<file path="config.mk">
export PLATFORM = sky130hd
export DESIGN_NAME = aer_mask_ctrl
export DESIGN_NICKNAME = d
export VERILOG_FILES = /design/src/design/aer_pkg.sv /design/src/design/aer_hdr_log.sv /design/src/design/aer_mask_ctrl.sv
export VERILOG_INCLUDE_DIRS = /design/src /design/src/design
export SDC_FILE = /design/constraint.sdc
export NUM_CORES = 1
export LEC_CHECK = 0
export BUFFER_PORTS_ARGS = -buffer_cell sky130_fd_sc_hd__buf_2
export CAP_MARGIN = 20
export CORE_MARGIN = 1.5
export CORE_UTILIZATION = 60
export CTS_CLUSTER_DIAMETER = 100
export CTS_CLUSTER_SIZE = 25
export DETAILED_ROUTE_END_ITERATION = 6
export PLACE_DENSITY = 0.79
export SLEW_MARGIN = 15
export SYNTH_ARGS = -nofsm -noshare
export SYNTH_HDL_FRONTEND = slang
export SYNTH_SLANG_ARGS = --single-unit
</file>
<file path="constraint.sdc">
create_clock -name ref_clk -period 2.8 [get_ports ref_clk]
set_input_delay 0.28 -clock ref_clk [delete_from_list [all_inputs] [get_ports ref_clk]]
set_output_delay 0.28 -clock ref_clk [all_outputs]
set_load 0.005 [all_outputs]
</file>
<file path="src/design/aer_map.svh">
// Register offsets, field positions, reset values and error indices
`ifndef AER_MAP_SVH
`define AER_MAP_SVH

`define AER_COR_STATUS_OFF   12'h110
`define AER_COR_MASK_OFF     12'h114
`define AER_CAP_CTRL_OFF     12'h118
`define AER_HDR_WORD0_OFF    12'h11c
`define AER_HDR_WORD1_OFF    12'h120
`define AER_HDR_WORD2_OFF    12'h124
`define AER_HDR_WORD3_OFF    12'h128

`define AER_BIT_RETRY_TIMER  12
`define AER_BIT_RETRY_ROLL   8
`define AER_BIT_LINK_PKT     7
`define AER_BIT_TRANS_PKT    6
`define AER_BIT_RX_ERR       0
`define AER_COR_WR_MASK      32'h000011c1

`define AER_BIT_CHK_EN       8
`define AER_BIT_CHK_CAP      7
`define AER_BIT_GEN_EN       6
`define AER_BIT_GEN_CAP      5
`define AER_PTR_MSB          4

`define AER_COR_MASK_RST     32'h00000000
`define AER_CAP_CTRL_RST     32'h000000a0
`define AER_HDR_RST          32'h00000000
`define AER_PTR_RST          5'h00
`define AER_END_CRC_INDEX    5'h13

`endif

</file>
<file path="src/design/aer_pkg.sv">
// Types shared by the error reporting register bank
package aer_pkg;
   typedef enum logic [0:0] {AER_IDLE, AER_RESP} aer_cfg_state_e;
   typedef logic [4:0] aer_cor_vec_t;
endpackage

</file>
<file path="src/design/aer_hdr_log.sv">
// Header byte assembly and four-word header capture
`timescale 1ns/10ps
`include "aer_map.svh"
module aer_hdr_log
   import aer_pkg::*;
(
   input  wire logic        ref_clk,
   input  wire logic        clear,
   input  wire logic        hdr_byte_valid,
   input  wire logic        hdr_byte_start,
   input  wire logic [7:0]  hdr_byte,
   input  wire logic        capture,
   output logic      [31:0] word0_reg,
   output logic      [31:0] word1_reg,
   output logic      [31:0] word2_reg,
   output logic      [31:0] word3_reg
);

   logic [31:0] stage_reg [0:3];
   logic [3:0]  cnt_reg;
   logic [3:0]  idx;

   assign idx = hdr_byte_start ? 4'h0 : cnt_reg;

   ////////////////////////////////////////////////////////////////////
   always_ff @(posedge ref_clk) begin
      if (clear) begin
         cnt_reg <= 4'h0;
      end else if (hdr_byte_valid) begin
         cnt_reg <= idx + 4'h1;
      end
   end

   always_ff @(posedge ref_clk) begin
      if (clear) begin
         for (int i = 0; i < 4; i++) begin
            stage_reg[i] <= `AER_HDR_RST;
         end
      end else if (hdr_byte_valid) begin
         if (hdr_byte_start) begin
            for (int i = 0; i < 4; i++) begin
               stage_reg[i] <= `AER_HDR_RST;
            end
         end
         stage_reg[idx[3:2]][idx[1:0]*8 +: 8] <= hdr_byte;
      end
   end

   ////////////////////////////////////////////////////////////////////
   // Cleared on reset
   always_ff @(posedge ref_clk) begin
      if (clear) begin
         word0_reg <= `AER_HDR_RST;
         word1_reg <= `AER_HDR_RST;
         word2_reg <= `AER_HDR_RST;
         word3_reg <= `AER_HDR_RST;
      end else if (capture) begin
         word0_reg <= stage_reg[0];
         word1_reg <= stage_reg[1];
         word2_reg <= stage_reg[2];
         word3_reg <= stage_reg[3];
      end
   end

endmodule

</file>
<file path="src/design/aer_mask_ctrl.sv">
// Correctable mask, capability/control and header capture registers
//
// Summary of operation
// - Masked correctable error: no status, message, capture or pointer update.
// - Mask bits 12 retry timer and 8 retry rollover, read/write, reset zero.
// - Mask bits 7 link packet and 6 transaction packet, reset unmasked.
// - Mask bit 0 receiver error; one masks, zero reports, reset zero.
// - Unused mask bits read zero and ignore writes.
// - Link reset, global reset or power-on reset restore all defaults.
// - Check enable bit 8 gates received end CRC checking; resets off.
// - Bit 7 always reads one: check capable; writes ignored.
// - Generate enable bit 6 gates end CRC generation; resets off.
// - Bit 5 always reads one: generate capable; writes ignored.
// - Read-only pointer bits 4:0 hold index of first uncorrectable error.
// - Bits 31:9 read zero; register resets to a0 pattern.
// - Each new unmasked error captures its packet header, overwriting.
// - Header words at 11c, 120, 124, 128.
// - Earliest transmitted byte sits in lowest byte lane.
// - Header words read-only, cleared to zero on reset.
// - Status bit set on error at mask position; cleared by writing one.
`timescale 1ns/10ps
`include "aer_map.svh"
module aer_mask_ctrl
   import aer_pkg::*;
(
   input  wire logic        ref_clk,
   input  wire logic        rst_n,
   input  wire logic        link_reset_n,
   input  wire logic        global_reset_input,
   input  wire logic        cfg_req,
   input  wire logic        cfg_wr,
   input  wire logic [11:0] cfg_addr,
   input  wire logic [3:0]  cfg_be,
   input  wire logic [31:0] cfg_wdata,
   output logic             cfg_ack,
   output logic      [31:0] cfg_rdata,
   input  wire logic        rx_err_event,
   input  wire logic        trans_pkt_err_event,
   input  wire logic        link_pkt_err_event,
   input  wire logic        retry_roll_event,
   input  wire logic        retry_timer_event,
   input  wire logic        unc_err_event,
   input  wire logic [4:0]  unc_err_index,
   input  wire logic        unc_ptr_rearm,
   input  wire logic        end_crc_mismatch,
   input  wire logic        hdr_byte_valid,
   input  wire logic        hdr_byte_start,
   input  wire logic [7:0]  hdr_byte,
   output logic             cor_msg_pulse,
   output logic             end_crc_err_pulse,
   output logic             end_crc_check_enable,
   output logic             end_crc_generate_enable
);

   ////////////////////////////////////////////////////////////////////
   // Byte-enable merge, used for the mask write and the status clear
   function automatic logic [31:0] be_merge(input logic [31:0] old_v,
                                            input logic [31:0] new_v,
                                            input logic [3:0]  be);
      logic [31:0] res;
      res = old_v;
      for (int i = 0; i < 4; i++) begin
         if (be[i]) begin
            res[i*8 +: 8] = new_v[i*8 +: 8];
         end
      end
      return res;
   endfunction

   // Spread the five correctable events onto their register positions
   function automatic logic [31:0] cor_spread(input aer_cor_vec_t v);
      logic [31:0] res;
      res = 32'h00000000;
      res[`AER_BIT_RX_ERR]      = v[0];
      res[`AER_BIT_TRANS_PKT]   = v[1];
      res[`AER_BIT_LINK_PKT]    = v[2];
      res[`AER_BIT_RETRY_ROLL]  = v[3];
      res[`AER_BIT_RETRY_TIMER] = v[4];
      return res;
   endfunction

   ////////////////////////////////////////////////////////////////////
   // Link and global reset pins are asynchronous to ref_clk, so two flops each
   logic link_rst_meta_reg;
   logic link_rst_sync_reg;
   logic glob_rst_meta_reg;
   logic glob_rst_sync_reg;
   logic clear;

   always_ff @(posedge ref_clk) begin
      if (!rst_n) begin
         link_rst_meta_reg <= 1'b1;
         link_rst_sync_reg <= 1'b1;
      end else begin
         link_rst_meta_reg <= ~link_reset_n;
         link_rst_sync_reg <= link_rst_meta_reg;
      end
   end

   always_ff @(posedge ref_clk) begin
      if (!rst_n) begin
         glob_rst_meta_reg <= 1'b1;
         glob_rst_sync_reg <= 1'b1;
      end else begin
         glob_rst_meta_reg <= global_reset_input;
         glob_rst_sync_reg <= glob_rst_meta_reg;
      end
   end

   assign clear = ~rst_n | link_rst_sync_reg | glob_rst_sync_reg;

   ////////////////////////////////////////////////////////////////////
   // Register state
   logic [31:0]    correctable_error_mask_reg;
   logic [31:0]    cor_status_reg;
   logic           chk_en_reg;
   logic           gen_en_reg;
   logic [4:0]     first_ptr_reg;
   logic           ptr_valid_reg;
   logic [31:0]    header_capture_word0;
   logic [31:0]    header_capture_word1;
   logic [31:0]    header_capture_word2;
   logic [31:0]    header_capture_word3;
   aer_cfg_state_e cfg_state_reg;
   logic [31:0]    rdata_next;

   logic           wr_take;
   logic [31:0]    cor_raw;
   logic [31:0]    cor_live;
   logic           crc_live;
   logic           unc_live;
   logic           capture;
   logic [31:0]    error_capability_control_rd;

   assign wr_take = cfg_req & cfg_wr & (cfg_state_reg == AER_IDLE);

   assign cor_raw = cor_spread({retry_timer_event, retry_roll_event, link_pkt_err_event,
                                trans_pkt_err_event, rx_err_event});

   assign cor_live = cor_raw & ~correctable_error_mask_reg;

   assign crc_live = end_crc_mismatch & chk_en_reg;

   assign unc_live = unc_err_event | crc_live;

   assign capture = (|cor_live) | unc_live;

   ////////////////////////////////////////////////////////////////////
   // Mask bits writable
   always_ff @(posedge ref_clk) begin
      if (clear) begin
         correctable_error_mask_reg <= `AER_COR_MASK_RST;
      end else if (wr_take && cfg_addr == `AER_COR_MASK_OFF) begin
         correctable_error_mask_reg <= be_merge(correctable_error_mask_reg, cfg_wdata, cfg_be) & `AER_COR_WR_MASK;
      end
   end

   always_ff @(posedge ref_clk) begin
      if (clear) begin
         cor_status_reg <= 32'h00000000;
      end else begin
         if (wr_take && cfg_addr == `AER_COR_STATUS_OFF) begin
            cor_status_reg <= (cor_status_reg & ~be_merge(32'h00000000, cfg_wdata, cfg_be))
                              | cor_live;
         end else begin
            cor_status_reg <= cor_status_reg | cor_live;
         end
      end
   end

   ////////////////////////////////////////////////////////////////////
   // Check enable and generate enable
   always_ff @(posedge ref_clk) begin
      if (clear) begin
         chk_en_reg <= 1'b0;
         gen_en_reg <= 1'b0;
      end else if (wr_take && cfg_addr == `AER_CAP_CTRL_OFF) begin
         if (cfg_be[1]) begin
            chk_en_reg <= cfg_wdata[`AER_BIT_CHK_EN];
         end
         if (cfg_be[0]) begin
            gen_en_reg <= cfg_wdata[`AER_BIT_GEN_EN];
         end
      end
   end

   assign end_crc_check_enable    = chk_en_reg;
   assign end_crc_generate_enable = gen_en_reg;

   ////////////////////////////////////////////////////////////////////
   // First uncorrectable index
   // Pointer only rearms when the neighbouring status logic says so
   always_ff @(posedge ref_clk) begin
      if (clear) begin
         first_ptr_reg <= `AER_PTR_RST;
         ptr_valid_reg <= 1'b0;
      end else if (unc_live && (!ptr_valid_reg || unc_ptr_rearm)) begin
         first_ptr_reg <= unc_err_event ? unc_err_index : `AER_END_CRC_INDEX;
         ptr_valid_reg <= 1'b1;
      end else if (unc_ptr_rearm) begin
         ptr_valid_reg <= 1'b0;
      end
   end

   ////////////////////////////////////////////////////////////////////
   // Reported events leave as registered pulses
   always_ff @(posedge ref_clk) begin
      if (clear) begin
         cor_msg_pulse     <= 1'b0;
         end_crc_err_pulse <= 1'b0;
      end else begin
         cor_msg_pulse     <= |cor_live;
         end_crc_err_pulse <= crc_live;
      end
   end

   ////////////////////////////////////////////////////////////////////
   // Header capture storage
   aer_hdr_log u_hdr_log (
      .ref_clk        (ref_clk),
      .clear          (clear),
      .hdr_byte_valid (hdr_byte_valid),
      .hdr_byte_start (hdr_byte_start),
      .hdr_byte       (hdr_byte),
      .capture        (capture),
      .word0_reg      (header_capture_word0),
      .word1_reg      (header_capture_word1),
      .word2_reg      (header_capture_word2),
      .word3_reg      (header_capture_word3)
   );

   ////////////////////////////////////////////////////////////////////
   // Read side
   // Check capable reads one
   always_comb begin
      error_capability_control_rd = 32'h00000000;
      error_capability_control_rd[`AER_BIT_CHK_EN]  = chk_en_reg;
      error_capability_control_rd[`AER_BIT_CHK_CAP] = 1'b1;
      error_capability_control_rd[`AER_BIT_GEN_EN]  = gen_en_reg;
      error_capability_control_rd[`AER_BIT_GEN_CAP] = 1'b1;
      error_capability_control_rd[`AER_PTR_MSB:0]   = first_ptr_reg;
   end

   always_comb begin
      case (cfg_addr)
         `AER_COR_STATUS_OFF: rdata_next = cor_status_reg;
         `AER_COR_MASK_OFF:   rdata_next = correctable_error_mask_reg;
         `AER_CAP_CTRL_OFF:   rdata_next = error_capability_control_rd;
         `AER_HDR_WORD0_OFF:  rdata_next = header_capture_word0;
         `AER_HDR_WORD1_OFF:  rdata_next = header_capture_word1;
         `AER_HDR_WORD2_OFF:  rdata_next = header_capture_word2;
         `AER_HDR_WORD3_OFF:  rdata_next = header_capture_word3;
         default:             rdata_next = 32'h00000000;
      endcase
   end

   ////////////////////////////////////////////////////////////////////
   // One answer per request; no write is taken in the response cycle, keeping one write per access
   always_ff @(posedge ref_clk) begin
      if (clear) begin
         cfg_state_reg <= AER_IDLE;
      end else begin
         case (cfg_state_reg)
            AER_IDLE: begin
               if (cfg_req) begin
                  cfg_state_reg <= AER_RESP;
               end
            end
            AER_RESP: cfg_state_reg <= AER_IDLE;
            default:  cfg_state_reg <= AER_IDLE;
         endcase
      end
   end

   always_ff @(posedge ref_clk) begin
      if (clear) begin
         cfg_rdata <= 32'h00000000;
      end else if (cfg_req && !cfg_wr && cfg_state_reg == AER_IDLE) begin
         cfg_rdata <= rdata_next;
      end
   end

   assign cfg_ack = (cfg_state_reg == AER_RESP);

endmodule

</file>
==> results.toml, run 1 <==
[floorplan]
dieArea_sq_mm = 0.0257
die_y_microns = 160
initial_core_util = 0.612
rows = 57
core_sq_mm = 0.0243
die_x_microns = 160
ioPinCount = 114

[drt]
wl_per_cell_microns = 21.3
wirelength_microns = 41200
ant_nets = 0
vias = 12800
drtIter0Drc = 2144
drt-vias-per-instance = 6.63
dr.pass1.iters = 6
remaining_drc_errors = 0

[pwr]
peakVddDrop_mv = 0.537
cellPowerDensity_mw_per_mm2 = 501
p_leak_uw = 0.00560

[global_routing]
antenna_found_initial = 0
globalRouteOverflowTotal = 0
grt_util_met3 = 0.0460
grt_pass1_wl_microns = 63400
grt_max_degree = 130
grt_busiest_layer = "met1"
use_met1 = 0.496
gr-usage-all-layers = 0.311
grt_util_met2 = 0.447
grt_pass1_vias = 11200

[clock_tree]
h-tree-depth = 1
clk_pin_slew_worst_paths_ps = 100
clockBufferDepth = 3
cts_buffers = 17
cts_tree = "yes"
cts-root-buf = "clkbuf_16"
cts_setup_buffers = 0
cts.sinks = 344
clock_latency_ps = 520

[worst_setup_path]
cp-start-kind = "input port"
r2r_slack_ps = 420
worstPathArrival_ps = 2690
required_ps = 3000
endpoint_kind = "flop"
path_class = "in -> reg"
cp_max_fo = 9

[timing]
fmax_ghz = 0.403
rsz0062_at_grt = "no"
setup_tns_ps = 0
final.period_utilization = 0.886
fin_ws_ps = 319
slew_viol_final = 0
worst_pin_slew_ps = 831
setup_viol = 0
fin_crit_ps = 2480
slew_headroom = 0.446
finalClockSkew_ps = 19.2
hold_viol_final = 0
whs_ps = 38.9

[flow_run]
max_cap_viol_count = 0

[yosys]
syn_area_sq_mm = 0.0149
post-synth-top-count-cell = "dfxtp_1"
synth_compound_area_frac = 0.201
synth_edf_count = 128
syn_nets = 1607
yosys-top-cells-area = "dfxtp_1, edfxtp_1, o31ai_1"
synth-simple-area-share = 0.196
synth_fa_ha_area_frac = 0.00421
muxShareOfSynthArea = 0.00883
synth_commonest_cells = "dfxtp_1, a21oi_1, nand4_1, nor2_1, o31ai_1"
synthCells = 1525
synth_flop_cell = "dfxtp_1"
synth-seq-cells = 344
yosysWarnings = 0
yosysTopAreaCellShare = 0.291
syn_avg_cell_area_sq_um = 9.75
synth_top_family_by_area = "compound AO/OA/AOI/OAI gates"
synth_async_sr_flop_share = 0
yosysTopAreaCell = "dfxtp_1"
synth_xor_area_frac = 0
yosys.cell_types.count = 63
ys_seq_area_frac = 0.549

[cells_and_area]
final_nets = 1684
syn_to_final_growth_pct = 12.4
largest_register_ffs = 128
final_area_sq_mm = 0.0167
antenna_cells = 0
drive_above_1_share = 0.134

[outcome]
outcome = "finished clean"

[placed_design]
pre_cts_ws_ps = 401
dp_hpwl_microns = 28200
place_area_sq_mm = 0.0159
numPortBuffers = 113
place_congestion = 0.869

[worst_hold_path]
hold_path.class = "in -> reg"
where the power goes:
part | leakage, uW | total, uW | switching (uW) | internal (uW)
Sequential | 0.00332 | 5160 | 5.47 | 5160
Combinational | 0.00204 | 458 | 312 | 145
Clock | 0.000240 | 2770 | 1530 | 1230
Total | 0.00560 | 8390 | 1850 | 6530
cell type report:
| cell class | count | area [sq um] |
|---|---|---|
| well taps | 324 | 405 |
| inverters | 6 | 22.5 |
| clock buffers | 28 | 498 |
| fillers | 1809 | 7600 |
| repair buffers | 209 | 1470 |
| multi-input cells | 1024 | 6160 |
| flip-flops and latches | 344 | 8170 |
kinds of logic after synthesis:
family                     count (synthesis)
DFF                                      344
adders and majority gates                  5
and+or+nand+nor                          561
muxes                                     13
buffers and inverters                    157
AOI/OAI and AO/OA                        445
cells in the final DEF, fill, tap and decap left out, types with 3 or more instances in the layout:
| cell | count |
|---|---|
| a2111oi_0 | 3 |
| a21oi_1 | 167 |
| a221oi_1 | 3 |
| a22o_1 | 24 |
| a22oi_1 | 24 |
| a31oi_1 | 6 |
| a32oi_1 | 4 |
| and2_1 | 50 |
| and3_1 | 7 |
| buf_12 | 7 |
| buf_2 | 113 |
| buf_4 | 52 |
| clkbuf_1 | 9 |
| clkbuf_16 | 18 |
| dfxtp_1 | 216 |
| dlygate4sd3_1 | 37 |
| edfxtp_1 | 128 |
| ha_1 | 5 |
| inv_1 | 6 |
| mux2i_1 | 12 |
| nand2_1 | 120 |
| nand2b_1 | 16 |
| nand3_1 | 7 |
| nand3b_1 | 9 |
| nand4_1 | 148 |
| nor2_1 | 143 |
| nor2_2 | 3 |
| nor2b_1 | 7 |
| nor3_1 | 16 |
| nor3b_1 | 3 |
| nor4_1 | 6 |
| o2111ai_1 | 23 |
| o211ai_1 | 23 |
| o21ai_0 | 14 |
| o221a_2 | 3 |
| o31ai_1 | 133 |
worst max-delay path: stages:
cell	delay [ps]
dlygate4sd3_1	530
buf_2	150
or3b_4	430
nor3_1	580
nand2_1	360
nand2_1	350
metal layers:
layer | vias up | routed length (microns)
li1 | 5920 | -
met1 | 6063 | 18200
met2 | 788 | 17400
met3 | 63 | 4850
met4 | 0 | 739
met5 | - | 0
per-stage QoR:
stage                     total power (uW)  cells  utilization
after floorplan                       5510   1525            -
after global placement                5670   1870        0.652
after detailed placement              5680   1870        0.652
after CTS                             8370   1935        0.688
after global routing                  8560   1935        0.688
final                                 8390   1935        0.688
timing repair:
item                                   4_1_cts  5_1_grt
endpoints found under the hold margin       36        0
resized for setup                            0        0
hold buffers                                37        0
final timing paths:
path / depth (start not counted) / start / endpoint
hold / removal: 2 / unc_err_index[0] / first_ptr_reg[0]$_SDFFE_PP0P_
hold reg to reg: 1 / link_rst_meta_reg$_SDFF_PN1_ / link_rst_sync_reg$_SDFF_PN1_
setup / recovery: 6 / rst_n / u_hdr_log.stage_reg[1][11]$_SDFFCE_PN0P_
setup reg to reg: 4 / link_rst_sync_reg$_SDFF_PN1_ / u_hdr_log.stage_reg[1][11]$_SDFFCE_PN0P_
No activity file was read; power rests on OpenSTA's default activity.
==> inputs of run 2 (changes only) <==
- PLACE_DENSITY: 0.79 -> 0.87
==> results.toml, run 2 (same netlist as run 1, synthesis figures left out) <==
[outcome]
outcome = "finished clean"

[global_routing]
gr-usage-all-layers = 0.324
antenna_found_initial = 0
globalRouteOverflowTotal = 0
grt_pass1_vias = 11900
grt_max_degree = 130
grt_pass1_wl_microns = 66700

[worst_setup_path]
cp_max_fo = 8
cp-start-kind = "flop"
worstPathArrival_ps = 2570
path_class = "reg -> reg"
endpoint_kind = "flop"
required_ps = 3170

[clock_tree]
clk_pin_slew_worst_paths_ps = 100
cts_resized = 0
clockBufferDepth = 3
cts_tree = "yes"
ctsHoldBuffers = 36
cts_buffers = 17
cts_setup_buffers = 0
cts-root-buf = "clkbuf_16"
clock_latency_ps = 510
cts.sinks = 344
h-tree-depth = 1

[drt]
wirelength_microns = 43100
drtIter0Drc = 2098
remaining_drc_errors = 0
vias = 13300
dr.pass1.iters = 7
wl_per_cell_microns = 22.3
drt-vias-per-instance = 6.91
ant_nets = 0

[placed_design]
dp_hpwl_microns = 28700
pre_cts_ws_ps = 594
numPortBuffers = 113
place_area_sq_mm = 0.0159
place_congestion = 0.948

[timing]
fmax_ghz = 0.455
setup_tns_ps = 0
final.period_utilization = 0.786
slew_viol_final = 0
rsz0062_at_grt = "no"
fin_ws_ps = 600
worst_pin_slew_ps = 792
hold_viol_final = 0
fin_crit_ps = 2200
slew_headroom = 0.472
finalClockSkew_ps = 15.0
setup_viol = 0

[cells_and_area]
antenna_cells = 0
drive_above_1_share = 0.133
layout_commonest_cell = "dfxtp_1"
final_area_sq_mm = 0.0167
register_area_sq_mm = 0.00817
multiInputGateArea_sq_mm = 0.00616
syn_to_final_growth_pct = 12.2
layout_common_cells = "dfxtp_1, a21oi_1, nand4_1"
final_nets = 1682
fin_util = 0.686
n_fill_cell = 1726
largest_register_ffs = 128

[flow_run]
max_cap_viol_count = 0

[floorplan]
rows = 57
dieArea_sq_mm = 0.0257
core_sq_mm = 0.0243
initial_core_util = 0.612
ioPinCount = 114
die_x_microns = 160
die_y_microns = 160

[pwr]
power_frac_seq = 0.622
p_sw_frac = 0.224
power_uw = 8300
p_clk_frac = 0.323
cellPowerDensity_mw_per_mm2 = 498
p_leak_uw = 0.00557
peakVddDrop_mv = 0.439
p_sw_uw = 1860
power_frac_comb = 0.055
power.internal_uw = 6450

[worst_hold_path]
hold_path.class = "in -> reg"
## run 2: cell count changes in the layout (fill, tap and decap cells not counted)
cell	delta
clkbuf_16	-1
dlygate4sd3_1	-1
buf_4	-2
buf_12	+1
clkbuf_8	-1
clkinv_4	+1
## run 2: critical path, cell delays in order, from the launching register on
cell      delay, ps
dfxtp_1         370
nor2b_1         150
buf_4           150
inv_1            90
ha_1            350
nand2b_1         90
nor2_1          410
nand2_1         270
nor2_1          170
## run 2: cell type report
class | count | share of cell area
Clock buffer | 26 | 0.0275
Clock inverter | 1 | 0.000525
Multi-Input combinational cell | 1024 | 0.369
Timing Repair Buffer | 207 | 0.0876
Tap cell | 324 | 0.0243
Inverter | 6 | 0.00135
Sequential cell | 344 | 0.490
## run 2: final timing paths
| path | startpoint | endpoint | slack [ps] | cells past startpoint |
|---|---|---|---|---|
| max | u_hdr_log.cnt_reg[0]$_SDFFE_PP0P_ | u_hdr_log.stage_reg[2][8]$_SDFFCE_PN0P_ | 600 | 8 |
| min | unc_err_index[2] | first_ptr_reg[2]$_SDFFE_PP0P_ | 30 | 3 |
| max reg2reg | u_hdr_log.cnt_reg[0]$_SDFFE_PP0P_ | u_hdr_log.stage_reg[2][8]$_SDFFCE_PN0P_ | 600 | 8 |
| min reg2reg | glob_rst_meta_reg$_SDFF_PN1_ | glob_rst_sync_reg$_SDFF_PN1_ | 420 | 1 |
## run 2: power by group through the flow
stage / Clock [uW] / Combinational (uW) / Sequential, uW
2_1_floorplan: 0 / 233 / 5270
3_3_place_gp: 0 / 391 / 5280
3_5_place_dp: 0 / 396 / 5280
4_1_cts: 2680 / 436 / 5160
5_1_grt: 2850 / 478 / 5160
6_report: 2680 / 457 / 5160
## run 2: layer usage
layer | wire length (microns) | part of all wire | track usage
met5 | 0 | 0 | 0
met4 | 1010 | 0.023 | 0.0769
met3 | 5890 | 0.14 | 0.0612
met2 | 19200 | 0.44 | 0.498
met1 | 17100 | 0.40 | 0.474
## run 2: per-stage QoR
stage,cells,hold slack (ps)
floorplan,1525,342
global placement,1869,396
detailed placement,1869,400
CTS,1932,13.0
global route,1932,34.7
finish,1932,33.6
